**src/lmfc_pkg.sv**
```systemverilog
// Purpose: constants and types for the multiframe-clock sync status and link check block
// Assumes: one device clock, registers reached through the serial control port engine
// Notes:   offsets are byte addresses of the 8-bit control port
// Operation
// - ch1 flags follow live state; latch-enable latches rising edge, pulls irq, w1c.
// - status bit 3 reports ch1 multiframe alignment locked.
// - status bit 2 reports ch1 multiframe alignment rotated.
// - status bit 1 reports ch1 sampled phase outside error window.
// - status bit 0 reports ch1 multiframe alignment tripped.
// - check bit 5 set when multiframe delay exceeds frames per multiframe.
// - check bit 4 set when window limit is unsupported.
// - check bit 3 set when converter, lane, sample, octet combination unsupported.
// - check bit 2 set when frames per multiframe not 16 or 32.
// - check bit 1 set when subclass is neither 0 nor 1.
// - check bit 0 set when interpolation not 1, 2, 4 or 8.
// - two-bit window gives +/- tolerance; errors inside cause no adjustment.
// - each adjustment captures four-bit two's complement phase error, low nibble.
// - upper last-error bit 7 set when error fell below lower boundary.
// - upper last-error bit 6 set when error fell above upper boundary.
// - rising edge of clear-last strobe clears captured error and both flags.
// - rising edge of sticky-clear strobe clears rotated and tripped flags.
package lmfc_pkg;
   // ----------------------------------------------------------------
   // register map
   // ----------------------------------------------------------------
   localparam logic [11:0] ADDR_CH1_IRQ_FLAGS = 12'h026;
   localparam logic [11:0] ADDR_CFG_CHECKS    = 12'h030;
   localparam logic [11:0] ADDR_ERR_WINDOW    = 12'h034;
   localparam logic [11:0] ADDR_LAST_ERR_LOW  = 12'h038;
   localparam logic [11:0] ADDR_LAST_ERR_HIGH = 12'h039;

   // ----------------------------------------------------------------
   // field positions and reset values
   // ----------------------------------------------------------------
   localparam int BIT_LOCKED   = 3;
   localparam int BIT_ROTATED  = 2;
   localparam int BIT_WINDOW   = 1;
   localparam int BIT_TRIPPED  = 0;
   localparam int BIT_DLYOVER  = 5;
   localparam int BIT_WINLIM   = 4;
   localparam int BIT_LINKMODE = 3;
   localparam int BIT_KBAD     = 2;
   localparam int BIT_SUBCLASS = 1;
   localparam int BIT_INTERP   = 0;
   localparam int BIT_UNDER    = 7;
   localparam int BIT_OVER     = 6;
   localparam logic [1:0] WINDOW_RESET      = 2'h0;
   localparam logic [3:0] LAST_ERR_RESET    = 4'h0;
   localparam logic [7:0] RDATA_RESET       = 8'h00;
   // window value the alignment logic cannot use
   localparam logic [1:0] WINDOW_UNSUPPORTED = 2'h3;
   localparam logic [5:0] K_SIXTEEN         = 6'h10;
   localparam logic [5:0] K_THIRTYTWO       = 6'h20;

   // ----------------------------------------------------------------
   // carriers
   // ----------------------------------------------------------------
   typedef struct packed {
      logic [5:0] multiframe_delay_setting;
      logic [5:0] frames_per_multiframe_setting;
      logic [2:0] subclass;
      logic [3:0] interp_factor;
      logic [3:0] conv_count;
      logic [3:0] lane_count;
      logic [3:0] samples_per_frame;
      logic [3:0] octets_per_frame;
   } lmfc_cfg_t;

   // bit order matches the status register: locked, rotated, window, tripped
   typedef struct packed {
      logic locked;
      logic rotated;
      logic window;
      logic tripped;
   } lmfc_align_t;
endpackage

```
**src/lmfc_flag.sv**
```systemverilog
// Purpose: one status flag, live or latching with write-one-to-clear
// Assumes: inputs come from logic on the device clock
// Notes:   a set in the cycle of a clear wins
`timescale 1ns/1ps
`default_nettype none
module lmfc_flag (
   input  wire logic clk_i,
   input  wire logic resetn_i,
   input  wire logic live_i,
   input  wire logic latch_en_i,
   input  wire logic clear_i,
   output logic      flag_o,
   output logic      irq_o
);
   logic prev_reg;
   logic flag_reg;
   logic flag_next;

   always_comb begin
      if (!latch_en_i) begin
         flag_next = live_i;
      end else if (live_i && !prev_reg) begin
         flag_next = 1'b1;
      end else if (clear_i) begin
         flag_next = 1'b0;
      end else begin
         flag_next = flag_reg;
      end
   end

   always_ff @(posedge clk_i or negedge resetn_i) begin
      if (!resetn_i) begin
         prev_reg <= 1'b0;
         flag_reg <= 1'b0;
      end else begin
         prev_reg <= live_i;
         flag_reg <= flag_next;
      end
   end

   assign flag_o = flag_reg;
   assign irq_o  = flag_reg & latch_en_i;
endmodule // lmfc_flag
`default_nettype wire

```
**src/lmfc_sync_status.sv**
```systemverilog
// Purpose: ch1 alignment status flags, link legality checks, phase error window and last-error record
// Assumes: register port driven by the serial control port engine on the device clock
// Notes:   read data registered one cycle after the read strobe
`timescale 1ns/1ps
`default_nettype none
module lmfc_sync_status
   import lmfc_pkg::*;
(
   input  wire logic        CLK_I,
   input  wire logic        RESETN_I,
   input  wire logic [11:0] ADDR_I,
   input  wire logic        WR_I,
   input  wire logic [7:0]  WDATA_I,
   input  wire logic        RD_I,
   output logic      [7:0]  RDATA_O,
   input  wire lmfc_align_t ALIGN_LIVE_I,
   input  wire lmfc_align_t ALIGN_LATCH_EN_I,
   input  wire lmfc_cfg_t   CFG_I,
   input  wire logic        PHASE_VALID_I,
   input  wire logic [3:0]  PHASE_ERR_I,
   input  wire logic        CLEAR_CAPTURED_ERROR_STROBE_I,
   input  wire logic        CLEAR_STICKY_STATUS_STROBE_I,
   output logic             PHASE_ADJUST_O,
   output logic      [1:0]  PHASE_TOLERANCE_O,
   output logic      [7:0]  CFG_CHECKS_O,
   output logic             IRQ_N_O
);
   // ----------------------------------------------------------------
   // strobe edges
   // ----------------------------------------------------------------
   logic clr_last_prev_reg;
   logic clr_sticky_prev_reg;
   logic clr_last_rise;
   logic clr_sticky_rise;

   always_ff @(posedge CLK_I or negedge RESETN_I) begin
      if (!RESETN_I) begin
         clr_last_prev_reg   <= 1'b0;
         clr_sticky_prev_reg <= 1'b0;
      end else begin
         clr_last_prev_reg   <= CLEAR_CAPTURED_ERROR_STROBE_I;
         clr_sticky_prev_reg <= CLEAR_STICKY_STATUS_STROBE_I;
      end
   end

   assign clr_last_rise   = CLEAR_CAPTURED_ERROR_STROBE_I & ~clr_last_prev_reg;
   assign clr_sticky_rise = CLEAR_STICKY_STATUS_STROBE_I & ~clr_sticky_prev_reg;

   // ----------------------------------------------------------------
   // ch1 alignment status flags
   // ----------------------------------------------------------------
   logic        flag_wr;
   logic [3:0]  flag_clear;
   logic [3:0]  flag_val;
   logic [3:0]  flag_irq;
   logic [3:0]  live_vec;
   logic [3:0]  latch_vec;

   assign flag_wr   = WR_I && (ADDR_I == ADDR_CH1_IRQ_FLAGS);
   assign live_vec  = ALIGN_LIVE_I;
   assign latch_vec = ALIGN_LATCH_EN_I;

   always_comb begin
      flag_clear = {4{flag_wr}} & WDATA_I[3:0];
      flag_clear[BIT_ROTATED] = flag_clear[BIT_ROTATED] | clr_sticky_rise;
      flag_clear[BIT_TRIPPED] = flag_clear[BIT_TRIPPED] | clr_sticky_rise;
   end

   genvar gi;
   generate
      for (gi = 0; gi < 4; gi++) begin : g_flag
         lmfc_flag lmfc_flag_inst (
            .clk_i      (CLK_I),
            .resetn_i   (RESETN_I),
            .live_i     (live_vec[gi]),
            .latch_en_i (latch_vec[gi]),
            .clear_i    (flag_clear[gi]),
            .flag_o     (flag_val[gi]),
            .irq_o      (flag_irq[gi])
         );
      end
   endgenerate

   always_ff @(posedge CLK_I or negedge RESETN_I) begin
      if (!RESETN_I) begin
         IRQ_N_O <= 1'b1;
      end else begin
         IRQ_N_O <= ~(|flag_irq);
      end
   end

   // ----------------------------------------------------------------
   // link legality checks
   // ----------------------------------------------------------------
   logic [7:0] checks;
   logic       mode_ok;

   // supported modes: one or two converters, one, two, four or eight lanes, one or two samples, one, two or four octets
   always_comb begin
      mode_ok = (CFG_I.conv_count == 4'h1 || CFG_I.conv_count == 4'h2) &&
                (CFG_I.lane_count == 4'h1 || CFG_I.lane_count == 4'h2 ||
                 CFG_I.lane_count == 4'h4 || CFG_I.lane_count == 4'h8) &&
                (CFG_I.samples_per_frame == 4'h1 || CFG_I.samples_per_frame == 4'h2) &&
                (CFG_I.octets_per_frame == 4'h1 || CFG_I.octets_per_frame == 4'h2 ||
                 CFG_I.octets_per_frame == 4'h4);
   end

   logic [1:0] window_reg;

   always_comb begin
      checks = 8'h00;
      checks[BIT_DLYOVER]  = CFG_I.multiframe_delay_setting >
                             CFG_I.frames_per_multiframe_setting;
      checks[BIT_WINLIM]   = (window_reg == WINDOW_UNSUPPORTED);
      checks[BIT_LINKMODE] = ~mode_ok;
      checks[BIT_KBAD]     = (CFG_I.frames_per_multiframe_setting != K_SIXTEEN) &&
                             (CFG_I.frames_per_multiframe_setting != K_THIRTYTWO);
      checks[BIT_SUBCLASS] = (CFG_I.subclass > 3'h1);
      checks[BIT_INTERP]   = !(CFG_I.interp_factor == 4'h1 || CFG_I.interp_factor == 4'h2 ||
                               CFG_I.interp_factor == 4'h4 || CFG_I.interp_factor == 4'h8);
   end

   always_ff @(posedge CLK_I or negedge RESETN_I) begin
      if (!RESETN_I) begin
         CFG_CHECKS_O <= 8'h00;
      end else begin
         CFG_CHECKS_O <= checks;
      end
   end

   // ----------------------------------------------------------------
   // error window register
   // ----------------------------------------------------------------
   always_ff @(posedge CLK_I or negedge RESETN_I) begin
      if (!RESETN_I) begin
         window_reg <= WINDOW_RESET;
      end else if (WR_I && ADDR_I == ADDR_ERR_WINDOW) begin
         window_reg <= WDATA_I[1:0];
      end
   end

   always_ff @(posedge CLK_I or negedge RESETN_I) begin
      if (!RESETN_I) begin
         PHASE_TOLERANCE_O <= WINDOW_RESET;
      end else begin
         PHASE_TOLERANCE_O <= window_reg;
      end
   end

   // ----------------------------------------------------------------
   // phase compare, adjustment and last-error capture
   // ----------------------------------------------------------------
   logic signed [3:0] err_s;
   logic signed [3:0] tol_s;
   logic              under;
   logic              over;
   logic              adjust;
   logic [3:0]        last_err_reg;
   logic              under_reg;
   logic              over_reg;

   assign err_s  = PHASE_ERR_I;
   assign tol_s  = {2'b00, window_reg};
   assign under  = err_s < -tol_s;
   assign over   = err_s > tol_s;
   assign adjust = PHASE_VALID_I && (under || over);

   always_ff @(posedge CLK_I or negedge RESETN_I) begin
      if (!RESETN_I) begin
         PHASE_ADJUST_O <= 1'b0;
      end else begin
         PHASE_ADJUST_O <= adjust;
      end
   end

   // a capture in the cycle of a clear wins
   always_ff @(posedge CLK_I or negedge RESETN_I) begin
      if (!RESETN_I) begin
         last_err_reg <= LAST_ERR_RESET;
         under_reg    <= 1'b0;
         over_reg     <= 1'b0;
      end else if (adjust) begin
         last_err_reg <= PHASE_ERR_I;
         under_reg    <= under;
         over_reg     <= over;
      end else if (clr_last_rise) begin
         last_err_reg <= LAST_ERR_RESET;
         under_reg    <= 1'b0;
         over_reg     <= 1'b0;
      end
   end

   // ----------------------------------------------------------------
   // register read
   // ----------------------------------------------------------------
   logic [7:0] rd_mux;

   always_comb begin
      rd_mux = 8'h00;
      if (ADDR_I == ADDR_CH1_IRQ_FLAGS) begin
         rd_mux[3:0] = flag_val;
      end else if (ADDR_I == ADDR_CFG_CHECKS) begin
         rd_mux = checks;
      end else if (ADDR_I == ADDR_ERR_WINDOW) begin
         rd_mux[1:0] = window_reg;
      end else if (ADDR_I == ADDR_LAST_ERR_LOW) begin
         rd_mux[3:0] = last_err_reg;
      end else if (ADDR_I == ADDR_LAST_ERR_HIGH) begin
         rd_mux[BIT_UNDER] = under_reg;
         rd_mux[BIT_OVER]  = over_reg;
      end
   end

   always_ff @(posedge CLK_I or negedge RESETN_I) begin
      if (!RESETN_I) begin
         RDATA_O <= RDATA_RESET;
      end else if (RD_I) begin
         RDATA_O <= rd_mux;
      end
   end
endmodule // lmfc_sync_status
`default_nettype wire

```
**config.mk**
```make
export PLATFORM = sky130hd
export DESIGN_NAME = lmfc_sync_status
export DESIGN_NICKNAME = d
export VERILOG_FILES = /design/src/lmfc_pkg.sv /design/src/lmfc_flag.sv /design/src/lmfc_sync_status.sv
export SDC_FILE = /design/constraint.sdc
export NUM_CORES = 1
export LEC_CHECK = 0
export BUFFER_PORTS_ARGS = -buffer_cell sky130_fd_sc_hd__buf_2
export CORE_ASPECT_RATIO = 0.5
export CORE_MARGIN = 5
export CORE_UTILIZATION = 35
export DETAILED_ROUTE_END_ITERATION = 10
export PLACE_DENSITY = 0.66
export SYNTH_ARGS = -nofsm -noshare
export SYNTH_HDL_FRONTEND = slang
export SYNTH_SLANG_ARGS = --single-unit
```
**constraint.sdc**
```tcl
create_clock -name CLK_I -period 2.1 [get_ports CLK_I]
set_input_delay 0.105 -clock CLK_I [delete_from_list [all_inputs] [get_ports CLK_I]]
set_output_delay 0.105 -clock CLK_I [all_outputs]
set_load 0.01 [all_outputs]
```
# == After elaboration in Yosys (flattened, before gate mapping) ==
# Cells that the tools add are included.
# word_totals
reg_bits,36
inputBits,74
output_inout_bits,20
word_cells,121
# classes
add_sub_neg,1
n_lt_le_gt_ge,4
n_eq_ne,27
n_mux,28
bitwise_logic,13
n_reduce_logical,29
# ops
cell,count
"equality test 12 x 6 -> 1 bit, second input constant",5
2-to-1 mux 4 bit,6
"equality test 4 x 1 -> 1 bit, second input constant",5
"equality test 4 x 2 -> 1 bit, second input constant",5
2-to-1 mux 1 bit,15
2-to-1 mux 2 bit,7
"equality test 4 x 3 -> 1 bit, second input constant",3
"inequality test 3 x 1 -> 1 bit, second input constant",4
logical AND 1 bit,11
logical OR 1 bit,11
"equality test 4 bit, second input constant",2
AND 1 bit,6
greater-than comparator 6 bit,1
"inequality test 6 x 5 -> 1 bit, second input constant",1
"inequality test 6 bit, second input constant",1
logical NOT 1 bit,5
AND 4 bit,1
greater-than comparator 4 x 3 -> 1 bit,1
less-than comparator 4 bit,1
negator 2 -> 4 bit,1
NOT 1 bit,4
OR reduction 4 bit,1
"greater-than comparator 3 x 1 -> 1 bit, second input constant",1
"equality test 2 bit, second input constant",1
other kinds (2),3

# == Depth between registers and ports, before layout ==
# Gate-level depths: netlist of the first run.
# logic_depth
depth_word,10
mapped_depth,8

# == Modules after synthesis ==
# A second synthesis of the first run with hierarchy kept.
# unflattened
hier_cells,197
area_unflattened_um2,1988.2
# modules_own_cells
mod,n_inst,cells_per_inst,area_per_inst_um2,seq_area_each_um2
lmfc_sync_status,1,173,1687.9,701.9
lmfc_flag,4,6,75.1,50.0

# == Least setup slack after synthesis of the first run ==
# Ideal clock, no wire load.
# synth_path
path_type,reg-to-reg
start,register window_reg[0]
end,register last_err_reg[2]
setup_time_ps,120
arrival_ps,1800
slack_ps,180
path_stages_with_launch,9
path_buffers,0
path_cell_list,dfrtp_1 -> inv_1 -> ha_1 -> inv_1 -> ha_1 -> a21oi_1 -> a41o_1 -> o21ai_1 -> a31o_2
# synth_via
elab_chain_cells,5
elab_cells_between_ends,7
classes_between,add/sub (1); order compare (2); mux (1); reduce/logical (3)
# synth_rtl
item,line,source
"start, declared",lmfc_sync_status.sv:108,logic [1:0] window_reg;
"start signal, assigned",lmfc_sync_status.sv:138,window_reg <= WDATA_I[1:0];
negator 2 -> 4 bit,lmfc_sync_status.sv:164,assign under = err_s < -tol_s;
less-than comparator 4 bit,lmfc_sync_status.sv:164,
logical OR 1 bit (*),lmfc_sync_status.sv:166,assign adjust = PHASE_VALID_I && (under || over);
logical AND 1 bit (*),lmfc_sync_status.sv:166,
2-to-1 mux 4 bit or nonzero test 2 bit (tied branches),-,
"end signal, assigned",lmfc_sync_status.sv:179,last_err_reg <= LAST_ERR_RESET;
"end signal, assigned",lmfc_sync_status.sv:183,last_err_reg <= PHASE_ERR_I;
"end signal, assigned",lmfc_sync_status.sv:187,last_err_reg <= LAST_ERR_RESET;
"end, declared",lmfc_sync_status.sv:158,logic [3:0] last_err_reg;
# Every way passes the cells marked *; elsewhere a longest branch is shown, timed or not.
# A chain may end at the register's enable or synchronous reset.

# == Worst setup path in the final report of the first run ==
# layout_path
start,register window_reg[1]
end,register last_err_reg[2]
# The elaborated chain is that of the path after synthesis.

==> out/summary.md, run 1 <==
Die footprint: 0.007375 mm2. The average cell area after synthesis is 9.461 um2. The routed design could run at a clock period as short as 1.974 ns.

The maximum count of clock buffers along a single path is 2. The flow ran to the end, and the final reports show no timing, DRC or antenna violations. The via count of the first global-routing pass was 1901.

The setup path with the least slack is of type flop to flop. The tightest slew margin relative to the limit is 0.4733, and the proportion of layout cells with a drive suffix above 1 is 0.3452. The largest registers in the layout are RDATA_O: 8 flops, CFG_CHECKS_O: 6 flops. The adder-cell share of the synthesized area is 0.07557, and the transition time at the pin with the least slew margin is 0.7900 ns. STA puts the critical path data required time at 2.27 ns. The total of endpoints with negative setup slack in the final report is 0, and the number of different library cells in the post-synthesis netlist is 47. After synthesis, the cell types taking the most area are dfrtp_1 44%, ha_1 7.6%, nand2_1 5.1%. The worst register-to-register path begins at window_reg[1].

The count of synthesis-stage warnings from yosys was 0; the number of enable-type register cells in the synthesized netlist was 0. The repair_antennas step left the layout with diodes totalling 0. The register with the most flip-flops in the final layout is RDATA_O. The H-tree was split into 2 levels. For this run, the leading register cell type out of synthesis is dfrtp_1. Counting flops and latches in the post-synthesis netlist gives 36. Once detail routing completed, the nets flagged for antenna violations numbered 0.

For the final routed database, the setup TNS stands at 0 ns. Entering global routing, the biggest net connects 37 pins. In the routed layout, each cell is associated on average with a via count of 4.869. For the number of detailed-routing iterations run before antenna repair, the log shows 4.

The worst setup path is launched from a flop. In the final layout, the multi-input gates occupy 992.2 um2. Summed over all instances, the cell type with the most area after synthesis is dfrtp_1. The maximum achievable frequency came out at 0.5067 GHz. For the final database, setup skew stands at 0.003646 ns. The final layout contains routed wiring with a total length of 5262 um. The startpoint identified for the worst hold timing path is CFG_I[22]. The area growth from synthesis to layout is 37.78%. The logs give 0.28 ns for the clock latency on the worst-skew pair and 2.14 ns for the arrival time of the worst setup path. After detailed routing, the number of remaining DRC violations is 0. The static leakage power is 1.369 nW, and the number of violations of the max-capacitance limit is 0. Along the worst path, the maximum fanout reaches 5. The detailed router placed 1865 vias in this run. The run gives 0 as the number of antenna violations at the first check in global routing. For this run the aggregate overflow at the end of global routing stands at 0. At the end of routability-driven placement, the weighted congestion stood at 0.8457. The run gives 0 as the final number of hold-violating endpoints. After synthesis, the largest family of logic cells by area is compound AO/OA/AOI/OAI gates.

The run gives 19 as the placement row count. The min-delay analysis places its worst path in the category input port to flop. Fraction of synthesized cell area in xor and xnor cells: 0.03086. The initial standard-cell utilization of the core is 0.3618. After routing the design area is 0.002738 mm2. The final critical-path share of the clock period is 0.9398. The register with the most flip-flops in the layout has 8 of them.

The worst hold path terminates at CFG_CHECKS_O[1]. Summing all placed instances gives a cell area of 0.002505 mm2. The fraction of synthesis flops using an asynchronous set or reset pin was 1.000; the overall die width was 116.6 um. The worst setup path is captured at a flop. The total power divided by cell area is 642.6 mW/mm2. The number of max-slew violations in the final report was 0; the post-synthesis share of cell area spent on and, or, nand and nor gates was 0.1832. After clock tree synthesis, the clock-pin slew on the worst setup and hold paths is 0.05 ns. Compound-gate portion of the synthesized area: 0.1889. In this run, CTS created clock tree buffers numbering 5. The sequential fraction of the synthesis area was 0.4540; the count of cells along the worst hold path was 2. The summed instance area of the synthesized netlist came out at 0.001987 mm2.

The tree built by TritonCTS fans out to 36 sinks. Setup repair after global routing left no endpoint under its margin. The combined global-route utilization of all metal layers is 0.1412. The region available for standard cell placement spans 0.005492 mm2. VDD sags by at most 0.0002949 V.

Once the clock tree was built, the setup fixing pass inserted 0 buffers. Fraction of post-synthesis cell area in the top cell type by area: 0.4408. The half-perimeter wire length after placement was 4250 um. The number of cell instances on the worst register-to-register path is 8. The tools report the final-stage net count as 395. TritonCTS built the clock tree.

After technology mapping, the gate count stands at 210. The first global-routing pass estimated 8321 um of wire. The number of DRC markers after the initial detailed-route iteration came out at 66.

For flop-to-flop paths, the worst setup slack is 0.13 ns. The proportion of synthesized area in mux cells works out to 0.01071. The count of buffers added on input and output ports is 86. The endpoint identified for the worst register-to-register timing path is last_err_reg[2].

Summing all flip-flop and latch instances after layout gives 902.1 um2. During I/O placement, the number of pins put on the boundary was 94. The layout has 514 filler cells. The mean routed wirelength per cell works out to 13.74 um. The overall die height came out at 63.28 um. CTS placed an instance of clkbuf_16 at the clock tree root.
## worst max path at each step
stage,startpoint,end,slack (ns)
after floorplan,window_reg[0],last_err_reg[2],0.18
after global placement,window_reg[1],last_err_reg[2],0.06
after detailed placement,window_reg[1],last_err_reg[2],0.008
after CTS,window_reg[1],last_err_reg[3],0.02
after global routing,window_reg[1],last_err_reg[1],0.002
final,window_reg[1],last_err_reg[2],0.13
## worst max-delay path, cell delays in order (launching register included)
cell and delay [ns]:
dfrtp_1 0.37, inv_2 0.07, ha_1 0.27, inv_1 0.04, ha_1 0.27, a21oi_2 0.17
a41o_1 0.29, o21ai_2 0.13, a31o_2 0.24
## where the power goes
group	total, mW	switching (mW)	internal [mW]
Sequential	0.752	0.0182	0.734
Combinational	0.265	0.137	0.128
Clock	0.741	0.270	0.472
Total	1.76	0.425	1.33
## cell type report
| type | instances | share of cell area |
|---|---|---|
| Multi-Input combinational cell | 148 | 0.3624 |
| Clock buffer | 7 | 0.05210 |
| Clock inverter | 1 | 0.002742 |
| Sequential cell | 36 | 0.3295 |
| Tap cell | 73 | 0.03336 |
| Timing Repair Buffer | 95 | 0.1883 |
| Inverter | 23 | 0.03154 |
## routing by layer
layer,up-vias,wire length [um],share of wire,GRT usage
met2,41,2608,0.50,0.2400
met4,0,65,0.012,0.04864
met1,866,2312,0.44,0.1782
met5,-,0,0,0
met3,8,275,0.052,0.02868
li1,950,-,-,-
## logic make-up (layout without fill, tap and decap cells)
kind of cell | count (synthesis) | after routing
flops | 36 | 36
xor+xnor | 7 | 7
compound gates | 55 | 55
simple gates | 70 | 70
mux | 2 | 2
other cells | 1 | 2
buf+inv | 27 | 126
fa+ha+maj | 12 | 12
## synth_stat cells (4+ instances only)
| cell | instances |
|---|---|
| a21o_1 | 6 |
| a21oi_1 | 8 |
| dfrtp_1 | 35 |
| ha_1 | 12 |
| inv_1 | 23 |
| nand2_1 | 27 |
| nand2b_1 | 4 |
| nand3_1 | 4 |
| nor2_1 | 6 |
| nor2b_1 | 8 |
| nor3_1 | 4 |
| nor4_1 | 5 |
| o21ai_0 | 12 |
| xor2_1 | 7 |
## per-stage QoR
stage | instances | utilization | setup WS (ns) | total power, mW | hold WS, ns
5_1_grt | 383 | 0.4985 | 0.001672 | 1.845 | 0.03542
2_1_floorplan | 211 | - | 0.1796 | 0.8825 | -0.1906
3_3_place_gp | 368 | 0.4561 | 0.05910 | 1.010 | 0.2246
6_report | 383 | 0.4985 | 0.1265 | 1.759 | 0.03651
4_1_cts | 383 | 0.4969 | 0.01805 | 1.779 | 0.03389
3_5_place_dp | 368 | 0.4561 | 0.007852 | 1.019 | 0.2301
## cells in the final DEF, fill, tap and decap left out, drive strengths merged, types with 3 or more instances in the layout
cell         Yosys  final
xor2             7      7
ha              12     12
nand3            4      4
clkbuf           1      7
dlygate4sd3      0      7
inv             23     23
nor4             5      5
nor3             4      4
dfrtp           35     35
buf              3     88
o21ai           13     13
a21o             6      6
a21oi            8      8
o22ai            3      3
a31oi            3      3
nand2           27     27
nor2b            8      8
nand2b           4      4
nor2             6      6
a31o             3      3
## repair_timing
item / CTS / global route
resized for setup: 1 / 4
endpoints found under the hold margin: 41 / 0
endpoints found under the setup margin: 2 / 7
pin swaps: 0 / 1
hold buffers: 7 / 0
No activity file was read; power rests on OpenSTA's default activity.
==> run 2, diff against run 1 <==
- SYNTH_HIERARCHICAL: default -> 1
==> out/summary.md, run 2 <==
The sequential fraction of the synthesis area is 0.4537. The run finished with clean final reports. Post-synthesis cell count: 197. Ranked by flip-flop count, first place goes to RDATA_O. In the synthesized netlist, the cells that appear most often are 35 x dfrtp_1, 26 x inv_1, 15 x nand2_1. The antenna diode count came out at 0.

The critical path is of the flop to flop type. After detailed routing, the wire length on met1 is 2025 um. For the number of max-slew violations in the final report, the log shows 0. By area, the combinational part of the netlist is dominated by simple AND/OR/NAND/NOR gates. The first global-routing pass estimated 7810 um of wire.

Power spread over the standard cell area amounts to 624.9 mW/mm2. Port buffering added 86 buffers. From synthesis to final layout, the design area changed by 38.39%. The tools report the arrival time of the worst setup path as 2.16 ns. The combined global-route utilization of all metal layers is 0.1301, and the via density per instance is 4.658. At the worst endpoint, the required time is 2.29 ns. The tightest slew margin relative to the limit is 0.4878, and the maximum achievable frequency is 0.5082 GHz. For the number of antenna violations at the first check in global routing, the log shows 0. The highest signal layer in the routed design was met4.

Summed over all cells, the static leakage comes to 1.411 nW. The total length of routed met3 wires came out at 313 um. The maximum level of the CTS H-tree was 2. Final-stage net count: 386.

The count of unresolved DRC violations after routing came out at 0. The adder-cell share of the synthesized area works out to 0.07552. The run gives 374 as the count of non-filler cells in the finished layout. The fraction of synthesized cell area in xor and xnor cells was 0.03084. dfrtp_1 is the most common cell in the netlist.

For the maximum count of clock buffers along a single path, the log shows 2. Leaving out fill and tap cells, the most frequent cell in the layout is buf_2. The number of nets with antenna violations after detailed routing came out at 0.

The worst-case IR drop observed on VDD is 0.0002860 V. The number of I/O pins was 94; the number of vias in the routed layout was 1742. The pin count of the biggest net entering global routing was 37. The critical-path maximum fanout works out to 4. Final critical-path share of the clock period: 0.9371. The final number of hold-violating endpoints was 0.

The library cell with the largest summed area after synthesis was dfrtp_1. In this run, synthesis inferred 0 flip-flops with an integrated enable. Timing analysis after detailed placement gives a worst setup slack of 0.07987 ns. The average instance in the mapped netlist occupies 10.09 um2. For the final database, setup skew stands at 0.001977 ns. The tools report the die footprint as 0.007379 mm2. Summing every instance area after synthesis gives 0.001988 mm2. The first detailed-routing pass ran for 4 iterations.

The smallest setup slack after layout was 0.1321 ns. Routed wire length on met2: 2289 um. The floorplan step set the die width to 116.6 um. The overall die height came out at 63.30 um. Sort of element at the end of the critical path: a flop. The clock tree root driver cell is clkbuf_16. The tools report the count of synthesis-stage warnings from yosys as 6.

TritonCTS built the clock tree. Across the run, the number of max-cap violations was 0. After clock tree synthesis, the clock-pin slew on the worst setup and hold paths is 0.05 ns.

The run gives 1835 as the via count of the first global-routing pass. The fraction of post-synthesis cell area in the top cell type by area was 0.4405; the clock latency on the worst-skew pair was 0.27 ns. Ranked by total cell area, the synthesized netlist is headed by dfrtp_1 44%, ha_1 7.6%, inv_1 4.9%. The compound-gate portion of the synthesized area was 0.1580. The cell count after placement is 357. The final wirelength was 4674 um; the final RePlAce weighted congestion was 0.7822. Path class of the lowest-slack min-delay path: input port to flop. Among all flip-flop cells after synthesis, the most frequent one is dfrtp_1. After synthesis the netlist holds a flip-flop and latch count of 36. The routed design could run at a clock period as short as 1.968 ns. In this run the standard cell core region covers 0.005492 mm2. Once detailed placement completed, the half-perimeter wirelength came to 3952 um. The proportion of synthesized area in mux cells is 0.03210. The initial standard-cell utilization of the core was 0.3620; the total power after layout was 1.719 mW. The largest registers in the layout are RDATA_O: 8 flops, CFG_CHECKS_O: 6 flops.

The placement row count is 19, and the transition time at the pin with the least slew margin is 0.7683 ns. For the number of DRC markers after the initial detailed-route iteration, the log shows 80. In the layout the commonest cells are 86 x buf_2, 35 x dfrtp_1, 25 x inv_1. The number of inserted filler cells in the final layout is 512. STA classifies the critical path startpoint as a flop.

The number of different library cells in the post-synthesis netlist is 51. The total overflow left after global routing is 0. Mean routed wirelength per cell: 12.50 um. The post-synthesis share of cell area spent on and, or, nand and nor gates came out at 0.1894.

The fraction of synthesis flops using an asynchronous set or reset pin is 1.000, and the total clock buffers created by CTS is 5. The total of endpoints with negative setup slack in the final report is 0. The tree built by TritonCTS fans out to 36 sinks. The proportion of layout cells with a drive suffix above 1 came out at 0.3688. The register with the most flip-flops in the layout has 8 of them. The run gives 0 ns as the final total negative setup slack.
==> run 2: final cells by class <==
class,instances,area [um2],area share
clock buffer,6,138.9,0.05048
clock inverter,2,10.01,0.003638
inverter,26,97.59,0.03547
multi-input combinational,133,973.4,0.3538
sequential,36,902.1,0.3279
tap,73,91.34,0.03320
timing repair buffer,98,538.0,0.1955
==> run 2: report_power, final <==
| group | switching, mW | internal (mW) | leakage (nW) |
|---|---|---|---|
| Sequential | 0.0172 | 0.733 | 0.446 |
| Clock | 0.251 | 0.466 | 0.0766 |
| Combinational | 0.122 | 0.130 | 0.888 |
| Total | 0.390 | 1.33 | 1.41 |
==> run 2: through the flow <==
step / utilization / area [um2] / hold slack [ns]
2_1_floorplan: - / 1992 / -0.1906
3_3_place_gp: 0.4584 / 2517 / 0.2140
3_5_place_dp: 0.4584 / 2517 / 0.2225
4_1_cts: 0.4983 / 2736 / 0.04016
5_1_grt: 0.5010 / 2751 / 0.03857
6_report: 0.5010 / 2751 / 0.03920
==> run 2: path summary, 6_finish.rpt <==
kind | end | slack, ns | depth (start not counted) | startpoint
worst max-delay path | last_err_reg[2] | 0.13 | 9 | window_reg[1]
max in group asynchronous | CFG_CHECKS_O[0] | 1.17 | 2 | RESETN_I
min in group asynchronous | under_reg | 0.45 | 2 | RESETN_I
worst min register to register | PHASE_TOLERANCE_O[1] | 0.44 | 0 | window_reg[1]
worst min-delay path | CFG_CHECKS_O[1] | 0.04 | 2 | CFG_I[22]
worst max register to register | last_err_reg[2] | 0.13 | 9 | window_reg[1]
==> run 2: kinds of logic after synthesis <==
kind of cell / count (synthesis)
AND/OR/NAND/NOR: 61
AO/OA/AOI/OAI: 45
flip-flops: 36
buffers and inverters: 29
adder cells (fa/ha/maj): 12
XOR/XNOR: 7
multiplexers: 6
other: 1
==> run 2: routing by layer <==
metal | vias up | GRT usage
met4 | 0 | 0.03433
met2 | 49 | 0.2329
met1 | 794 | 0.1588
met3 | 5 | 0.02677
met5 | - | 0
li1 | 894 | -
==> run 2: worst max-delay path: stages, from the launching register on <==
cell	delay, ns
dfrtp_1	0.39
inv_2	0.07
ha_1	0.27
inv_1	0.04
ha_1	0.26
a21o_1	0.19
a21o_1	0.19
a31oi_1	0.16
buf_4	0.16
mux2i_1	0.18
==> run 2: repair_timing <==
action | 4_1_cts | 5_1_grt
buffers inserted | 0 | 2
gates resized for setup | 0 | 1
setup endpoints to repair | 0 | 3
hold buffers | 7 | 0
hold endpoints to repair | 41 | 0
==> run 3, diff against run 2 <==
- ABC_AREA: default -> 1
- BUFFER_PORTS_ARGS: -buffer_cell sky130_fd_sc_hd__buf_2 -> default
- CORE_MARGIN: 5 -> 2
- DONT_BUFFER_PORTS: default -> 1
- PLACE_DENSITY: 0.66 -> 0.52
==> out/summary.md, run 3 <==
The run gives 0.4137 as the sequential fraction of the synthesis area. Fraction of synthesized cell area in xor and xnor cells: 0.007458. In this run the count of I/O pins placed on the die edge is 94.

The slowest stage of the critical path belongs to the cell dfrtp_1. After routing, the total negative slack on setup checks comes to 0 ns. The tools report the startpoint of the worst hold path as ALIGN_LATCH_EN_I[3]. The fraction of synthesis flops using an asynchronous set or reset pin was 1.000; the data required time at the worst endpoint was 2.31 ns. The critical path contains buffers and inverters numbering 3 combined. TritonCTS built the clock tree. Yosys mapped a number of flops with a built-in enable equal to 0. The top cell types in the final layout, fill and taps aside, are 84 x nand2_1, 51 x inv_1, 35 x dfrtp_1, 35 x nor2_1, 19 x dlygate4sd3_1. The H-tree was split into 2 levels.

The most common cell in the synthesized netlist is nand2_1. Routability-driven placement finished with a final weighted congestion of 0.7816. The analysis attributes to cell leakage a power of 1.460 nW.

On the worst path, the slowest cell contributes a delay of 0.35 ns. The antenna diode count was 0; the final wirelength was 4809 um. The number of nets with antenna violations after detailed routing was 0; the via count of the first global-routing pass was 1843. The tools report the number of gates resized after cts as 0. For the half-perimeter wire length after placement, the log shows 3819 um. The proportion of layout cells with a drive suffix above 1 was 0.1028.

The number of max-slew violations in the final report came out at 0. The main combinational cell family by area after synthesis is simple AND/OR/NAND/NOR gates. By area the synthesized netlist is led by dfrtp_1 40%, nand2_1 14%, inv_1 8.8%. The run finished with clean final reports. The most used flip-flop cell after synthesis is dfrtp_1. The proportion of synthesized area in mux cells is 0, and the flip-flop count of the largest register after layout is 8. The tools report the clock latency on the worst-skew pair as 0.27 ns.

The register bit total from synthesis came out at 36. Library cell with the largest summed area after synthesis: dfrtp_1. The tools report the maximum count of clock buffers along a single path as 2. The setup path with the least slack is of type flop to flop.

The total clock buffers created by CTS is 5, and the average cell area after synthesis is 7.469 um2. The largest registers in the layout are RDATA_O: 8 flops, CFG_CHECKS_O: 6 flops. The first global-routing pass estimated 8045 um of wire. Clock skew on the completed layout was measured at 0.003339 ns. After detailed routing, the number of vias per cell comes to 4.494.

In this run the tool buffered the top-level ports with 0 buffer cells. In this run the clock root is driven by a clkbuf_16. The library cell used most frequently in the layout, excluding fill and tap cells, is nand2_1. The most critical setup path has its startpoint at window_reg[1].

The initial standard-cell utilization of the core was 0.3601. In this run the power density over the cells is 688.8 mW/mm2. The area growth from synthesis to layout is 23.24%. The number of vias in the routed layout was 1838; the post-synthesis cell count was 292. Fraction of post-synthesis cell area in the top cell type by area: 0.4016. The number of different library cells in the post-synthesis netlist came out at 31. The maximum resistive drop on vdd was 0.0003301 V; the residual overflow from global routing was 0. The first routing iteration left 39 violations. The overall die height came out at 59.82 um.

Measured along the x axis, the die boundary spans 115.6 um. Top cell family by delay on the critical path: adder cells. The run gives 0 as the number of antenna violations at the first check in global routing. The final critical-path share of the clock period works out to 0.8461. Entering global routing, the biggest net connects 37 pins. The combined global-route utilization of all metal layers is 0.1522. For the count of non-filler cells in the finished layout, the log shows 409.

Clock-pin slew was measured on the worst setup and hold paths at 0.06 ns. The final number of hold-violating endpoints was 0; the reg2reg setup slack was 0.32 ns. The area of the placeable core is 0.006056 mm2, and the arrival time of the worst setup path is 1.99 ns. The floorplan step defined a die boundary enclosing 0.006917 mm2. The number of placed instances, taps included, is 381.

Sorting the synthesized cells by how often they occur yields 84 x nand2_1, 51 x inv_1, 35 x dfrtp_1, 35 x nor2_1, 18 x nand3_1. The cell area that synthesis handed to floorplanning was 0.002181 mm2. Maximum achievable frequency: 0.5628 GHz. The launch instance of the worst register-to-register path is window_reg[1].

Setup repair after global routing left no endpoint under its margin. Walking the worst path, the cells encountered are inv_1 -> ha_1 -> inv_1 -> ha_1 -> inv_1 -> nor2_1 -> o21ai_1 -> nand3_4 -> nand2_2 -> nand2_1 -> nand2_1. The number of inserted filler cells in the final layout came out at 658. STA classifies the critical path endpoint as a flop. The most common cell type on the critical path is inv_1. The initialized floorplan defines 20 standard-cell rows.

Setup violations remaining at the end of the flow were counted as 0. The clock sink total was 36. The post-synthesis share of cell area spent on and, or, nand and nor gates is 0.3723, and the mean routed wirelength per cell is 11.76 um.

Count of synthesis-stage warnings from yosys: 6. The first TritonRoute pass finished after 4 iterations. The critical-path maximum fanout is 8, and the final-stage net count is 406. In the routed design, unresolved DRC markers number 0. The tools report the kind of start point of the critical path as a flop. Ranked by flip-flop count, first place goes to RDATA_O.

After layout, the minimum clock period comes to 1.777 ns. The adder-cell share of the synthesized area works out to 0.06885. The number of violations of the max-capacitance limit is 0. The compound-gate portion of the synthesized area was 0.03614. The worst hold path belongs to the class input port to flop.
run 3: cells by family (layout without fill, tap and decap cells):
group	count (synthesis)	in the layout
adders and majority gates	12	12
buffers and inverters	56	84
DFF	36	36
other	1	2
and+or+nand+nor	171	171
AOI/OAI and AO/OA	15	15
xor gates and xnor gates	1	1
run 3: final timing paths:
path / end / cells after the start
worst max-delay path: last_err_reg[2] / 11
worst min-delay path: g_flag[3].lmfc_flag_inst/flag_o / 3
worst max register to register: last_err_reg[2] / 11
worst min register to register: g_flag[2].lmfc_flag_inst/flag_o / 3
max in group asynchronous: IRQ_N_O / 2
min in group asynchronous: last_err_reg[3] / 2
run 3: per-layer routing:
layer	global-route usage	up-vias	wire length [um]
met4	0.04082	0	24
met2	0.2732	49	2320
met5	0	-	0
met1	0.1827	830	2097
met3	0.04361	2	366
li1	-	957	-
run 3: worst reg2reg max path: cells and delay by family, from the launching register on:
kind	cells	cell delay [ns]
adder cells (fa/ha/maj)	2	0.53
buffers and inverters	3	0.18
AO/OA/AOI/OAI	1	0.20
flip-flops	1	0.35
AND/OR/NAND/NOR	5	0.46
run 3: per-stage QoR:
step | hold slack (ns) | power [mW] | instance area, um2 | worst slack [ns] | util
detailed placement | -0.1899 | 0.9225 | 2295 | 0.3347 | 0.3789
global route | 0.02580 | 1.947 | 2688 | 0.1425 | 0.4438
finish | 0.01630 | 1.851 | 2688 | 0.3231 | 0.4438
global placement | -0.1899 | 0.9133 | 2295 | 0.3820 | 0.3789
floorplan | -0.1906 | 0.8910 | 2185 | 0.4101 | -
CTS | 0.007666 | 1.871 | 2688 | 0.3119 | 0.4438
run 3: final cells by class:
cell class / count / area [um2] / share of cell area
clock inverter: 1 / 30.03 / 0.01117
timing repair buffer: 22 / 225.2 / 0.08380
tap: 88 / 110.1 / 0.04097
inverter: 54 / 202.7 / 0.07542
sequential: 36 / 902.1 / 0.3357
clock buffer: 7 / 152.6 / 0.05680
multi-input combinational: 201 / 1065 / 0.3962
run 3: what timing repair did:
action,CTS,global route
hold endpoints to repair,54,0
buffers inserted,0,0
hold buffers,20,0
run 3: where the power goes:
| group | internal, mW | switching [mW] | total (mW) |
|---|---|---|---|
| registers | 0.733 | 0.0276 | 0.761 |
| clock network | 0.624 | 0.269 | 0.893 |
| logic | 0.0871 | 0.110 | 0.197 |
| total | 1.44 | 0.406 | 1.85 |
